**config.mk**
```make
export PLATFORM = sky130hd
export DESIGN_NAME = capture_match_timer_counter
export DESIGN_NICKNAME = d
export VERILOG_FILES = /design/src/verilog/timer_pkg.sv /design/src/verilog/capture_channel.sv /design/src/verilog/capture_match_timer_counter.sv
export VERILOG_INCLUDE_DIRS = /design/src /design/src/verilog
export SDC_FILE = /design/constraint.sdc
export NUM_CORES = 1
export LEC_CHECK = 0
export BUFFER_PORTS_ARGS = -buffer_cell sky130_fd_sc_hd__buf_2
export CAP_MARGIN = 25
export CORE_ASPECT_RATIO = 0.6
export CORE_MARGIN = 2
export CORE_UTILIZATION = 50
export CTS_BUF_LIST = sky130_fd_sc_hd__clkbuf_4
export DETAILED_ROUTE_END_ITERATION = 10
export PLACE_DENSITY = 0.77
export SLEW_MARGIN = 20
export SYNTH_ARGS = -nofsm -noshare
export SYNTH_HDL_FRONTEND = slang
export SYNTH_SLANG_ARGS = --single-unit
export TNS_END_PERCENT = 5
```
**constraint.sdc**
```tcl
create_clock -name pclk -period 3.8 [get_ports pclk]
set_clock_uncertainty 0.1 [all_clocks]
set_input_delay 0.76 -clock pclk [delete_from_list [all_inputs] [get_ports pclk]]
set_output_delay 0.76 -clock pclk [all_outputs]
set_load 0.03 [all_outputs]
```
**src/verilog/timer_defines.svh**
```systemverilog
// register map, field positions and reset values of the capture/match timer
//
// Operation
// - Count advances on bus clock cycles or on edges of a chosen capture input.
// - Four match registers; on match continue, stop or reset, optional interrupt.
// - Four 32-bit capture channels latch the count on input transitions, optional interrupt.
// - Only one capture input at a time can be the event source for counting.
// - Capture inputs not used for counting keep working as capture channels.
// - Counter is a 32-bit register fed through a programmable 32-bit prescaler.
// - Four match outputs; on match each goes low, high, toggles or holds.
// - Several pins per capture or match function: inputs OR/AND combined, outputs broadcast.
`ifndef TIMER_DEFINES_SVH
`define TIMER_DEFINES_SVH

`define TMR_NCH 4
`define TMR_AW 8
`define TMR_DW 32

`define TMR_OFF_CTRL 8'h00
`define TMR_OFF_COUNT 8'h04
`define TMR_OFF_PRE_LIM 8'h08
`define TMR_OFF_PRE_CNT 8'h0C
`define TMR_OFF_MODE 8'h10
`define TMR_OFF_MATCH_CTL 8'h14
`define TMR_OFF_CAP_CTL 8'h18
`define TMR_OFF_EXT_CTL 8'h1C
`define TMR_OFF_INT_STAT 8'h20
`define TMR_OFF_INT_MASK 8'h24
`define TMR_OFF_MR0 8'h28
`define TMR_OFF_MR1 8'h2C
`define TMR_OFF_MR2 8'h30
`define TMR_OFF_MR3 8'h34
`define TMR_OFF_CAP0 8'h38
`define TMR_OFF_CAP1 8'h3C
`define TMR_OFF_CAP2 8'h40
`define TMR_OFF_CAP3 8'h44

// control register bits
`define TMR_CTRL_EN 0
`define TMR_CTRL_CRST 1
// mode register fields
`define TMR_MODE_SRC 0
`define TMR_MODE_SEL 2
// per-channel match control: 3 bits each
`define TMR_MC_W 3
`define TMR_MC_INT 0
`define TMR_MC_RST 1
`define TMR_MC_STOP 2
// per-channel capture control: 4 bits each
`define TMR_CC_W 4
`define TMR_CC_RISE 0
`define TMR_CC_FALL 1
`define TMR_CC_INT 2
`define TMR_CC_AND 3
// external match control: state in low bits, 2-bit actions above
`define TMR_EXT_ACT 4
`define TMR_ACT_W 2
// interrupt status: match bits low, capture bits above
`define TMR_INT_CAP 4
`define TMR_INT_W 8

`define TMR_ZERO32 32'h0000_0000
`define TMR_ONE32 32'h0000_0001

`endif

```
**src/verilog/timer_pkg.sv**
```systemverilog
// types shared by the capture/match timer
package timer_pkg;

  typedef enum logic [1:0] {
    SRC_TIMER = 2'h0,
    SRC_RISE = 2'h1,
    SRC_FALL = 2'h2,
    SRC_BOTH = 2'h3
  } src_mode_type;

  typedef enum logic [1:0] {
    ACT_NONE = 2'h0,
    ACT_LOW = 2'h1,
    ACT_HIGH = 2'h2,
    ACT_TOGGLE = 2'h3
  } ext_action_type;

endpackage : timer_pkg

```
**src/verilog/capture_channel.sv**
```systemverilog
// one capture channel: pin combine, edge detect and snapshot register
`timescale 1ns/1ps
`default_nettype none
`include "timer_defines.svh"

module capture_channel
  import timer_pkg::*;
#(
  parameter int PINS = 2
)
(
  // clock and reset
  input wire logic pclk,
  input wire logic presetn,
  // pins and settings
  input wire logic [PINS-1:0] pins,
  input wire logic and_mode,
  input wire logic rise_en,
  input wire logic fall_en,
  input wire logic [`TMR_DW-1:0] count,
  // results
  output logic rise,
  output logic fall,
  output logic cap_evt,
  output logic [`TMR_DW-1:0] cap_q
);

  logic lvl;
  logic lvl_q;
  logic [`TMR_DW-1:0] cap_d;

  always_comb
  begin
    lvl = and_mode ? (&pins) : (|pins);
    rise = lvl & ~lvl_q;
    fall = ~lvl & lvl_q;
    cap_evt = (rise & rise_en) | (fall & fall_en);
    cap_d = cap_evt ? count : cap_q;
  end

  always_ff @(posedge pclk or negedge presetn)
  begin
    if (!presetn)
    begin
      lvl_q <= 1'b0;
      cap_q <= `TMR_ZERO32;
    end
    else
    begin
      lvl_q <= lvl;
      cap_q <= cap_d;
    end
  end

endmodule : capture_channel
`default_nettype wire

```
**src/verilog/capture_match_timer_counter.sv**
```systemverilog
// capture/match timer-counter with prescaler and APB register slave
//
// The implementer's own choices: the placing of the registers and register access over APB.
`timescale 1ns/1ps
`default_nettype none
`include "timer_defines.svh"

module capture_match_timer_counter
  import timer_pkg::*;
#(
  parameter int PINS = 2
)
(
  // clock and reset
  input wire logic pclk,
  input wire logic presetn,
  // apb slave
  input wire logic psel,
  input wire logic penable,
  input wire logic pwrite,
  input wire logic [`TMR_AW-1:0] paddr,
  input wire logic [`TMR_DW-1:0] pwdata,
  output logic [`TMR_DW-1:0] prdata,
  output logic pready,
  output logic pslverr,
  // capture pins, PINS per channel
  input wire logic [`TMR_NCH*PINS-1:0] cap_pins,
  // match outputs and their broadcast copies
  output logic [`TMR_NCH-1:0] match_out,
  output logic [`TMR_NCH*PINS-1:0] match_pins,
  // interrupt
  output logic irq
);

  localparam int NCH = `TMR_NCH;

  ////////////////////////////////////////////////////////////////////////////
  // state
  logic en_q, en_d, crst_q, crst_d;
  logic [`TMR_DW-1:0] tc_q, tc_d, pr_q, pr_d, pc_q, pc_d;
  logic [1:0] src_q, src_d, sel_q, sel_d;
  logic [NCH*`TMR_MC_W-1:0] mctl_q, mctl_d;
  logic [NCH*`TMR_CC_W-1:0] cctl_q, cctl_d;
  logic [NCH*`TMR_ACT_W-1:0] act_q, act_d;
  logic [NCH-1:0] mo_q, mo_d;
  logic [`TMR_INT_W-1:0] st_q, st_d, mask_q, mask_d;
  logic [`TMR_DW-1:0] mr_q [NCH];
  logic [`TMR_DW-1:0] mr_d [NCH];
  logic rdy_q, rdy_d, err_q, err_d, irq_q, irq_d;
  logic [`TMR_DW-1:0] rd_q, rd_d;
  logic [NCH*PINS-1:0] mpin_q, mpin_d;

  // channel signals
  logic [NCH-1:0] c_rise, c_fall, c_evt, hit;
  logic [`TMR_DW-1:0] cap_val [NCH];
  logic tick, run, adv, rst_hit, stop_hit;
  logic ask, wr, mapped;
  logic [`TMR_DW-1:0] rmux;

  ////////////////////////////////////////////////////////////////////////////
  // capture channels: all stay live, also beside the counting input
  for (genvar g = 0; g < NCH; g++)
  begin : g_cap
    capture_channel #(.PINS(PINS)) u_cap (
      .pclk(pclk),
      .presetn(presetn),
      .pins(cap_pins[g*PINS +: PINS]),
      .and_mode(cctl_q[g*`TMR_CC_W + `TMR_CC_AND]),
      .rise_en(cctl_q[g*`TMR_CC_W + `TMR_CC_RISE]),
      .fall_en(cctl_q[g*`TMR_CC_W + `TMR_CC_FALL]),
      .count(tc_q),
      .rise(c_rise[g]),
      .fall(c_fall[g]),
      .cap_evt(c_evt[g]),
      .cap_q(cap_val[g])
    );
  end

  ////////////////////////////////////////////////////////////////////////////
  // count source, prescaler and match detect
  always_comb
  begin
    // a single 2-bit select names the event input, so never two at once
    case (src_mode_type'(src_q))
      SRC_TIMER: tick = 1'b1;
      SRC_RISE: tick = c_rise[sel_q];
      SRC_FALL: tick = c_fall[sel_q];
      SRC_BOTH: tick = c_rise[sel_q] | c_fall[sel_q];
      default: tick = 1'b0;
    endcase
    run = en_q & ~crst_q;
    adv = run & tick & (pc_q == pr_q);
    for (int i = 0; i < NCH; i++)
      hit[i] = adv & (tc_q == mr_q[i]);
    rst_hit = |(hit & {mctl_q[3*`TMR_MC_W + `TMR_MC_RST], mctl_q[2*`TMR_MC_W + `TMR_MC_RST],
      mctl_q[`TMR_MC_W + `TMR_MC_RST], mctl_q[`TMR_MC_RST]});
    stop_hit = |(hit & {mctl_q[3*`TMR_MC_W + `TMR_MC_STOP], mctl_q[2*`TMR_MC_W + `TMR_MC_STOP],
      mctl_q[`TMR_MC_W + `TMR_MC_STOP], mctl_q[`TMR_MC_STOP]});
  end

  ////////////////////////////////////////////////////////////////////////////
  // apb decode: one wait state so read data leaves a flop
  always_comb
  begin
    ask = psel & penable & ~rdy_q;
    wr = psel & penable & rdy_q & pwrite;
    mapped = 1'b1;
    rmux = `TMR_ZERO32;
    case (paddr)
      `TMR_OFF_CTRL: rmux = {30'h0000_0000, crst_q, en_q};
      `TMR_OFF_COUNT: rmux = tc_q;
      `TMR_OFF_PRE_LIM: rmux = pr_q;
      `TMR_OFF_PRE_CNT: rmux = pc_q;
      `TMR_OFF_MODE: rmux = {28'h000_0000, sel_q, src_q};
      `TMR_OFF_MATCH_CTL: rmux = {20'h0_0000, mctl_q};
      `TMR_OFF_CAP_CTL: rmux = {16'h0000, cctl_q};
      `TMR_OFF_EXT_CTL: rmux = {20'h0_0000, act_q, mo_q};
      `TMR_OFF_INT_STAT: rmux = {24'h00_0000, st_q};
      `TMR_OFF_INT_MASK: rmux = {24'h00_0000, mask_q};
      `TMR_OFF_MR0: rmux = mr_q[0];
      `TMR_OFF_MR1: rmux = mr_q[1];
      `TMR_OFF_MR2: rmux = mr_q[2];
      `TMR_OFF_MR3: rmux = mr_q[3];
      `TMR_OFF_CAP0: rmux = cap_val[0];
      `TMR_OFF_CAP1: rmux = cap_val[1];
      `TMR_OFF_CAP2: rmux = cap_val[2];
      `TMR_OFF_CAP3: rmux = cap_val[3];
      default: mapped = 1'b0;
    endcase
    rdy_d = ask;
    err_d = ask & ~mapped;
    rd_d = ask ? rmux : rd_q;
  end

  ////////////////////////////////////////////////////////////////////////////
  // next state of counter, registers and outputs
  always_comb
  begin
    en_d = en_q;
    crst_d = crst_q;
    tc_d = tc_q;
    pc_d = pc_q;
    pr_d = pr_q;
    src_d = src_q;
    sel_d = sel_q;
    mctl_d = mctl_q;
    cctl_d = cctl_q;
    act_d = act_q;
    mo_d = mo_q;
    mask_d = mask_q;
    st_d = st_q;
    for (int i = 0; i < NCH; i++)
      mr_d[i] = mr_q[i];

    // counter; reset-on-match lands on the step that would pass the match
    if (crst_q)
    begin
      tc_d = `TMR_ZERO32;
      pc_d = `TMR_ZERO32;
    end
    else if (run & tick)
    begin
      if (adv)
      begin
        pc_d = `TMR_ZERO32;
        if (rst_hit)
          tc_d = `TMR_ZERO32;
        else if (!stop_hit)
          tc_d = tc_q + `TMR_ONE32;
        if (stop_hit)
          en_d = 1'b0;
      end
      else
        pc_d = pc_q + `TMR_ONE32;
    end

    // match outputs
    for (int i = 0; i < NCH; i++)
      if (hit[i])
        case (ext_action_type'(act_q[i*`TMR_ACT_W +: `TMR_ACT_W]))
          ACT_LOW: mo_d[i] = 1'b0;
          ACT_HIGH: mo_d[i] = 1'b1;
          ACT_TOGGLE: mo_d[i] = ~mo_q[i];
          default: mo_d[i] = mo_q[i];
        endcase

    // software writes
    if (wr)
      case (paddr)
        `TMR_OFF_CTRL:
        begin
          en_d = pwdata[`TMR_CTRL_EN];
          crst_d = pwdata[`TMR_CTRL_CRST];
        end
        `TMR_OFF_COUNT: tc_d = pwdata;
        `TMR_OFF_PRE_LIM: pr_d = pwdata;
        `TMR_OFF_MODE:
        begin
          src_d = pwdata[`TMR_MODE_SRC +: 2];
          sel_d = pwdata[`TMR_MODE_SEL +: 2];
        end
        `TMR_OFF_MATCH_CTL: mctl_d = pwdata[NCH*`TMR_MC_W-1:0];
        `TMR_OFF_CAP_CTL: cctl_d = pwdata[NCH*`TMR_CC_W-1:0];
        `TMR_OFF_EXT_CTL:
        begin
          mo_d = pwdata[NCH-1:0];
          act_d = pwdata[`TMR_EXT_ACT +: NCH*`TMR_ACT_W];
        end
        `TMR_OFF_INT_MASK: mask_d = pwdata[`TMR_INT_W-1:0];
        `TMR_OFF_MR0: mr_d[0] = pwdata;
        `TMR_OFF_MR1: mr_d[1] = pwdata;
        `TMR_OFF_MR2: mr_d[2] = pwdata;
        `TMR_OFF_MR3: mr_d[3] = pwdata;
        default: ;
      endcase

    // sticky status: write one clears, a same-cycle event still sets
    if (wr && paddr == `TMR_OFF_INT_STAT)
      st_d = st_q & ~pwdata[`TMR_INT_W-1:0];
    for (int i = 0; i < NCH; i++)
    begin
      if (hit[i] & mctl_q[i*`TMR_MC_W + `TMR_MC_INT])
        st_d[i] = 1'b1;
      if (c_evt[i] & cctl_q[i*`TMR_CC_W + `TMR_CC_INT])
        st_d[`TMR_INT_CAP + i] = 1'b1;
    end

    irq_d = |(st_d & mask_d);
    for (int i = 0; i < NCH*PINS; i++)
      mpin_d[i] = mo_d[i / PINS];
  end

  always_ff @(posedge pclk or negedge presetn)
  begin
    if (!presetn)
    begin
      en_q <= 1'b0;
      crst_q <= 1'b0;
      tc_q <= `TMR_ZERO32;
      pc_q <= `TMR_ZERO32;
      pr_q <= `TMR_ZERO32;
      src_q <= 2'h0;
      sel_q <= 2'h0;
      mctl_q <= '0;
      cctl_q <= '0;
      act_q <= '0;
      mo_q <= '0;
      st_q <= '0;
      mask_q <= '0;
      for (int i = 0; i < NCH; i++)
        mr_q[i] <= `TMR_ZERO32;
      rdy_q <= 1'b0;
      err_q <= 1'b0;
      rd_q <= `TMR_ZERO32;
      irq_q <= 1'b0;
      mpin_q <= '0;
    end
    else
    begin
      en_q <= en_d;
      crst_q <= crst_d;
      tc_q <= tc_d;
      pc_q <= pc_d;
      pr_q <= pr_d;
      src_q <= src_d;
      sel_q <= sel_d;
      mctl_q <= mctl_d;
      cctl_q <= cctl_d;
      act_q <= act_d;
      mo_q <= mo_d;
      st_q <= st_d;
      mask_q <= mask_d;
      for (int i = 0; i < NCH; i++)
        mr_q[i] <= mr_d[i];
      rdy_q <= rdy_d;
      err_q <= err_d;
      rd_q <= rd_d;
      irq_q <= irq_d;
      mpin_q <= mpin_d;
    end
  end

  assign prdata = rd_q;
  assign pready = rdy_q;
  assign pslverr = err_q;
  assign match_out = mo_q;
  assign match_pins = mpin_q;
  assign irq = irq_q;
endmodule : capture_match_timer_counter
`default_nettype wire

```
Word-level counts from Yosys, hierarchy flattened:

Cells that the tools add are included.

* register bits: 460
* input port bits: 53
* output and inout bits: 47
* logic and storage cells: 205

* $add $sub $neg: 2
* order comparisons: 1
* equality and inequality tests: 37
* mux-type cells: 48
* bitwise operators: 61
* reductions and logical operators: 26

Operator list (number)
* case mux 32 bit (18 select lines): 1
* two-way mux 32 bit: 10
* equality test 32 bit: 5
* adder 32 x 1 -> 32 bit, second input constant: 2
* equality test 8 x 6 -> 1 bit, second input constant: 8
* AND 1 bit: 36
* equality test 8 x 5 -> 1 bit, second input constant: 4
* AND reduction 2 bit: 14
* two-way mux 1 bit: 25
* two-way mux 8 bit: 3
* equality test 2 bit, second input constant: 10
* OR reduction 18 bit: 1
* AND 8 bit: 2
* equality test 8 x 4 -> 1 bit, second input constant: 2
* equality test 8 x 7 -> 1 bit, second input constant: 2
* inverter 1 bit: 15
* case mux 1 bit (3 select lines): 4
* equality test 2 x 1 -> 1 bit, second input constant: 5
* AND 4 bit: 2
* equality test 8 x 3 -> 1 bit, second input constant: 1
* logical NOT 8 bit: 1
* two-way mux 4 bit: 2
* inverter 8 bit: 1
* OR reduction 2 bit: 4
* 9 further kinds: 15

Depth between registers and ports, before layout:

* depth after elaboration: 20
* mapped depth: 11
* gate-level depth less buffers: 8

Modules after synthesis:

From an unflattened synthesis, not the netlist that was laid out.

* cell total of the unflattened synthesis: 1939
* area, all modules: 23087.1 sq um

By module, submodules not included
* capture_match_timer_counter: times used 1, cells an instance 1627, area an instance 17336.6 sq um, seq. area each 8032.7 sq um
* capture_channel: times used 4, cells an instance 78, area an instance 1437.6 sq um, seq. area each 825.8 sq um

Worst setup path before layout:

No wires, ideal clock.

* kind: input to register
* from: input cap_pins[7]
* to: register tc_q[23]
* setup time: 69 ps
* arrival time: 2802 ps
* required time: 3631 ps
* setup slack: 829 ps
* cell stages on the path: 9
* buffers on the path: 1
* cell sequence: o21bai_1 > a2111oi_0 > o41a_1 > nor4_4 > or2_4 > o21ai_2 > buf_6 > or4_1 > nand3_1

* cells in the longest elaborated chain, start to end: 20
* elaborated cells between the ends (all ways): 29
* those cells by class: mux: 13; bitwise: 12; reduce/logical: 4

RTL lines
* start, declared: line capture_match_timer_counter.sv:27 `` input wire logic [`TMR_NCH*PINS-1:0] cap_pins, ``
* OR reduction 2 bit / AND reduction 2 bit (equally long branches): line capture_channel.sv:34 `lvl = and_mode ? (&pins) : (|pins);`
* two-way mux 1 bit *: line capture_channel.sv:34
* inverter 1 bit: line capture_channel.sv:36 `fall = ~lvl & lvl_q;`
* AND 1 bit: line capture_channel.sv:36
* binary-select mux 1 bit (select 2 bit): line capture_match_timer_counter.sv:87, capture_match_timer_counter.sv:88
* two-way mux 1 bit (not written as such): line capture_match_timer_counter.sv:87, capture_match_timer_counter.sv:88
* bitwise OR 1 bit: line capture_match_timer_counter.sv:88 `SRC_BOTH: tick = c_rise[sel_q] | c_fall[sel_q];`
* case mux 1 bit (4 select lines) *: line capture_match_timer_counter.sv:84 `case (src_mode_type'(src_q))`
* (+5 left out)
* two-way mux 32 bit: line capture_match_timer_counter.sv:168 `else if (!stop_hit)`
* two-way mux 32 bit: line capture_match_timer_counter.sv:166 `if (rst_hit)`
* two-way mux 32 bit: line capture_match_timer_counter.sv:163 `if (adv)`
* two-way mux 32 bit *: line capture_match_timer_counter.sv:161 `else if (run & tick)`
* two-way mux 32 bit *: line capture_match_timer_counter.sv:156 `if (crst_q)`
* two-way mux 32 bit: line capture_match_timer_counter.sv:189 `case (paddr)`
* two-way mux 32 bit *: line capture_match_timer_counter.sv:188 `if (wr)`
* named net tc_d[23]: line capture_match_timer_counter.sv:40 `` logic [`TMR_DW-1:0] tc_q, tc_d, pr_q, pr_d, pc_q, pc_d; ``
* end signal, assigned: line capture_match_timer_counter.sv:239 `` tc_q <= `TMR_ZERO32; ``
* end signal, assigned: line capture_match_timer_counter.sv:262 `tc_q <= tc_d;`
* end, declared: line capture_match_timer_counter.sv:40

Mark *: on every way through the listed nets, which the timed path passes. The rest lies on a longest branch. The select of a mux whose other input is x is not followed.
A chain may end at the register's enable or synchronous reset.

Worst setup path in the final report:

* from: register tc_q[15]
* to: register tc_q[2]

* cells in the longest elaborated chain, start to end: 11
* elaborated cells between the ends (all ways): 19
* those cells by class: eq/ne: 4; mux: 7; bitwise: 6; reduce/logical: 2

RTL lines
* equality test 32 bit: line capture_match_timer_counter.sv:94 `hit[i] = adv & (tc_q == mr_q[i]);`
* AND 1 bit: line capture_match_timer_counter.sv:94
* AND 4 bit: line capture_match_timer_counter.sv:97 `` stop_hit = |(hit & {mctl_q[3*`TMR_MC_W + `TMR_MC_STOP], mctl_q[2*`TMR_MC_W + `TMR_MC_STOP], ``
* OR reduction 4 bit: line capture_match_timer_counter.sv:97
* two-way mux 32 bit: line capture_match_timer_counter.sv:168
* two-way mux 32 bit *: line capture_match_timer_counter.sv:166
* two-way mux 32 bit *: line capture_match_timer_counter.sv:163
* two-way mux 32 bit *: line capture_match_timer_counter.sv:161
* two-way mux 32 bit *: line capture_match_timer_counter.sv:156
* two-way mux 32 bit: line capture_match_timer_counter.sv:189
* two-way mux 32 bit *: line capture_match_timer_counter.sv:188
* named net tc_d[2]: line capture_match_timer_counter.sv:40

Mark *: on every way through the listed nets, which the timed path passes. The rest lies on a longest branch.

==> flow_summary.json <==
{
  "run_status": "complete, no violations",
  "reg2reg_slack_ns": 0.12,
  "period_needed_ns": 3.68,
  "firstDrtPassIters": 6,
  "via_per_inst": 6.73,
  "powerDensity_nw_per_um2": 366,
  "cts-buffers-inserted": 108,
  "vias": 19700,
  "yosysTopAreaCell": "dfrtp_1",
  "coreArea_sq_um": 44800,
  "drive_above_1_share": 0.309,
  "design.die.area_sq_um": 47200,
  "num_io_pins": 100,
  "hold_viol": 0,
  "hold_depth": 3,
  "cts_sinks": 453,
  "setup_viol": 0,
  "grt_use_total": 0.373,
  "port_buffers": 99,
  "dr.first_iter.drc_count": 2836,
  "die_h_microns": 169,
  "fmax_ghz": 0.272,
  "critPathArrivalTime_ns": 4.23,
  "yosys-top-cells-area": "dfrtp_1 50%, mux2_2 14%, xor2_1 4.2%",
  "syn_inst": 2069,
  "cp_max_fo": 13,
  "gp_congestion": 1.10,
  "worstPathRequired_ns": 4.35,
  "ant_nets": 0,
  "ys_seq_area_frac": 0.500,
  "hold_class": "in2reg",
  "synth_seq_cells": 453,
  "r2r_end": "tc_q[2]",
  "path_clk_slew_ns": 0.07,
  "detailed_place_hpwl_microns": 61600,
  "synth_area_sq_um": 22700,
  "clock_latency_ns": 0.86,
  "synth_enable_flop_cells": 0,
  "cts_tree": "yes",
  "cts_max_level": 3,
  "ys_types": 66,
  "grt_antenna_before_repair": 6,
  "vdd_drop_max_v": 0.000222,
  "syn2layout_area_growth_pct": 14.3,
  "whs_endpoint": "tc_q[22]",
  "synth_fp_nets": 2124,
  "reg2reg_depth": 9,
  "die_w_microns": 279,
  "start_util": 0.506,
  "postPlaceCellArea_sq_um": 24600,
  "synth_flop_cell": "dfrtp_1",
  "drc": 0,
  "yosysWarnings": 0,
  "first_global_vias": 19200,
  "p_leak_nw": 12.6,
  "postLayoutCellArea_sq_um": 25900,
  "fin_util": 0.579,
  "r2r_start": "tc_q[15]",
  "relSlewSlack": 0.350,
  "critPathCaptureType": "flip-flop",
  "hold_buffers": 1,
  "min_from": "pwdata[22]",
  "synth.avg_cell_area_sq_um": 11.0,
  "clk_path_buf_depth": 3,
  "netlist.area_leader.share": 0.500,
  "nNetsFinal": 2306,
  "cts-resized-gates": 0,
  "grt_max_degree": 98,
  "rows": 60,
  "rsz0062_at_grt": "false",
  "cts_root_buf": "clkbuf_4",
  "grt_overflow": 0,
  "worstMarginPinSlew_ns": 0.967,
  "fin_tns_setup_ns": 0,
  "worstSetupStartpointType": "flip-flop",
  "slew_violations": 0,
  "maxCapViolCount": 0,
  "async_flop_share": 1.00,
  "post_drt_wl_per_cell_microns": 30.0,
  "critical_path_class": "reg2reg",
  "drt_wl_total_microns": 87600,
  "cts_setup_buffers": 0,
  "finalCritPeriodShare": 0.967,
  "grt_pass1_wl_microns": 128000
}
==> area by class of cell <==
type	instances	area [sq um]
Tap cell	589	737
Clock buffer	155	1160
Sequential cell	453	11300
Antenna cell	3	7.51
Timing Repair Buffer	239	1730
Multi-Input combinational cell	1414	10700
Fill cell	3741	18900
Inverter	35	131
Clock inverter	33	166
==> how the worst max path moves through the flow <==
stage	from	endpoint	slack, ns	depth (start not counted)
after floorplan	cap_pins[7]	tc_q[23]	0.83	9
after global placement	cap_pins[7]	tc_q[26]	0.19	10
after detailed placement	cap_pins[7]	tc_q[3]	0.1	9
after CTS	sel_q[1]	tc_q[2]	0.36	8
after global routing	sel_q[1]	tc_q[3]	0.05	8
final	tc_q[15]	tc_q[2]	0.12	9
==> critical path, stage by stage, from the launching register on <==
cell	delay (ns)
dfrtp_1	0.61
xnor2_1	0.86
nand4_1	0.21
nor4_1	0.40
buf_4	0.22
and3_1	0.23
a2111oi_4	0.08
and2_0	0.28
nand3_1	0.32
o311ai_0	0.17
==> routing by layer <==
layer / vias up / global-route usage / part of all wire
met2: 1554 / 0.492 / 0.39
li1: 8027 / - / -
met4: 4 / 0.132 / 0.037
met1: 9812 / 0.530 / 0.41
met3: 265 / 0.175 / 0.17
met5: - / 0.0154 / 0.0012
==> sequential cells by signal (all words and copies together) (netlist names), 2 cells and up <==
register and flops:
g_cap.u_cap.lvl_q 4, pr_q 32, act_q 8, mctl_q 12, tc_q 32, sel_q 2
g_cap.u_cap.cap_q 128, match_pins 3, cctl_q 16, st_q 8, pc_q 32, src_q 2
prdata 32, mask_q 8, mr_q 128
==> cells in the final DEF, fill, tap and decap left out, types with 12 or more instances in the layout <==
master and count:
xnor2_1 67, o211ai_1 18, a22o_1 68, clkinv_1 25, inv_1 34, buf_12 14, clkbuf_4 155, xor2_1 109
a22oi_1 61, nand3_1 53, mux2_2 282, buf_2 98, a21oi_1 12, nor2_1 62, and3_1 17, o21ai_0 106
nor4_1 33, nand2_1 219, buf_4 125, a221oi_1 78, a31oi_1 22, dfrtp_1 453, nand4_1 58
==> cell families (layout without fill, tap and decap cells) <==
group | Yosys count | after routing | synth area share
simple gates | 519 | 519 | 0.111
flops | 453 | 453 | 0.500
compound gates | 433 | 433 | 0.142
mux | 284 | 284 | 0.141
buf+inv | 202 | 462 | 0.0374
xor+xnor | 176 | 176 | 0.0679
fa+ha+maj | 2 | 2 | 0.00110
other cells | 0 | 3 | 0
==> cell usage after synthesis (all sizes together) (3+ instances only) <==
master,instances
o21ai,108
nand2b,5
buf,47
a21oi,13
xnor2,67
a2111oi,8
a22oi,61
nor2b,5
o21a,4
a31oi,24
clkbuf,120
a22o,68
o211ai,18
inv,35
nor3,10
and3,17
nand4,58
o31ai,6
o311ai,9
nand3,53
o41ai,5
a311oi,3
a21o,5
xor2,109
or2,3
nor2,74
nand2,223
nor4,40
mux2,282
and4,6
a32oi,3
nand3b,4
dfrtp,453
a221oi,78
and2,7
or4,10
o21bai,5
==> report_power, final <==
group,switching [mW],internal [mW]
registers,0.0585,4.88
clock network,2.06,1.94
logic,0.416,0.143
==> through the flow <==
step           worst slack (ns)  total power, mW  std cells  hold slack (ns)
2_1_floorplan             0.829             5.24       2069            0.350
3_3_place_gp              0.186             5.57       2729            0.348
3_5_place_dp             0.0954             5.58       2729            0.351
4_1_cts                   0.361             9.51       2918           0.0585
5_1_grt                  0.0495             9.80       2920            0.108
6_report                  0.125             9.50       2921            0.124
Power figures use the tool's default switching activity.
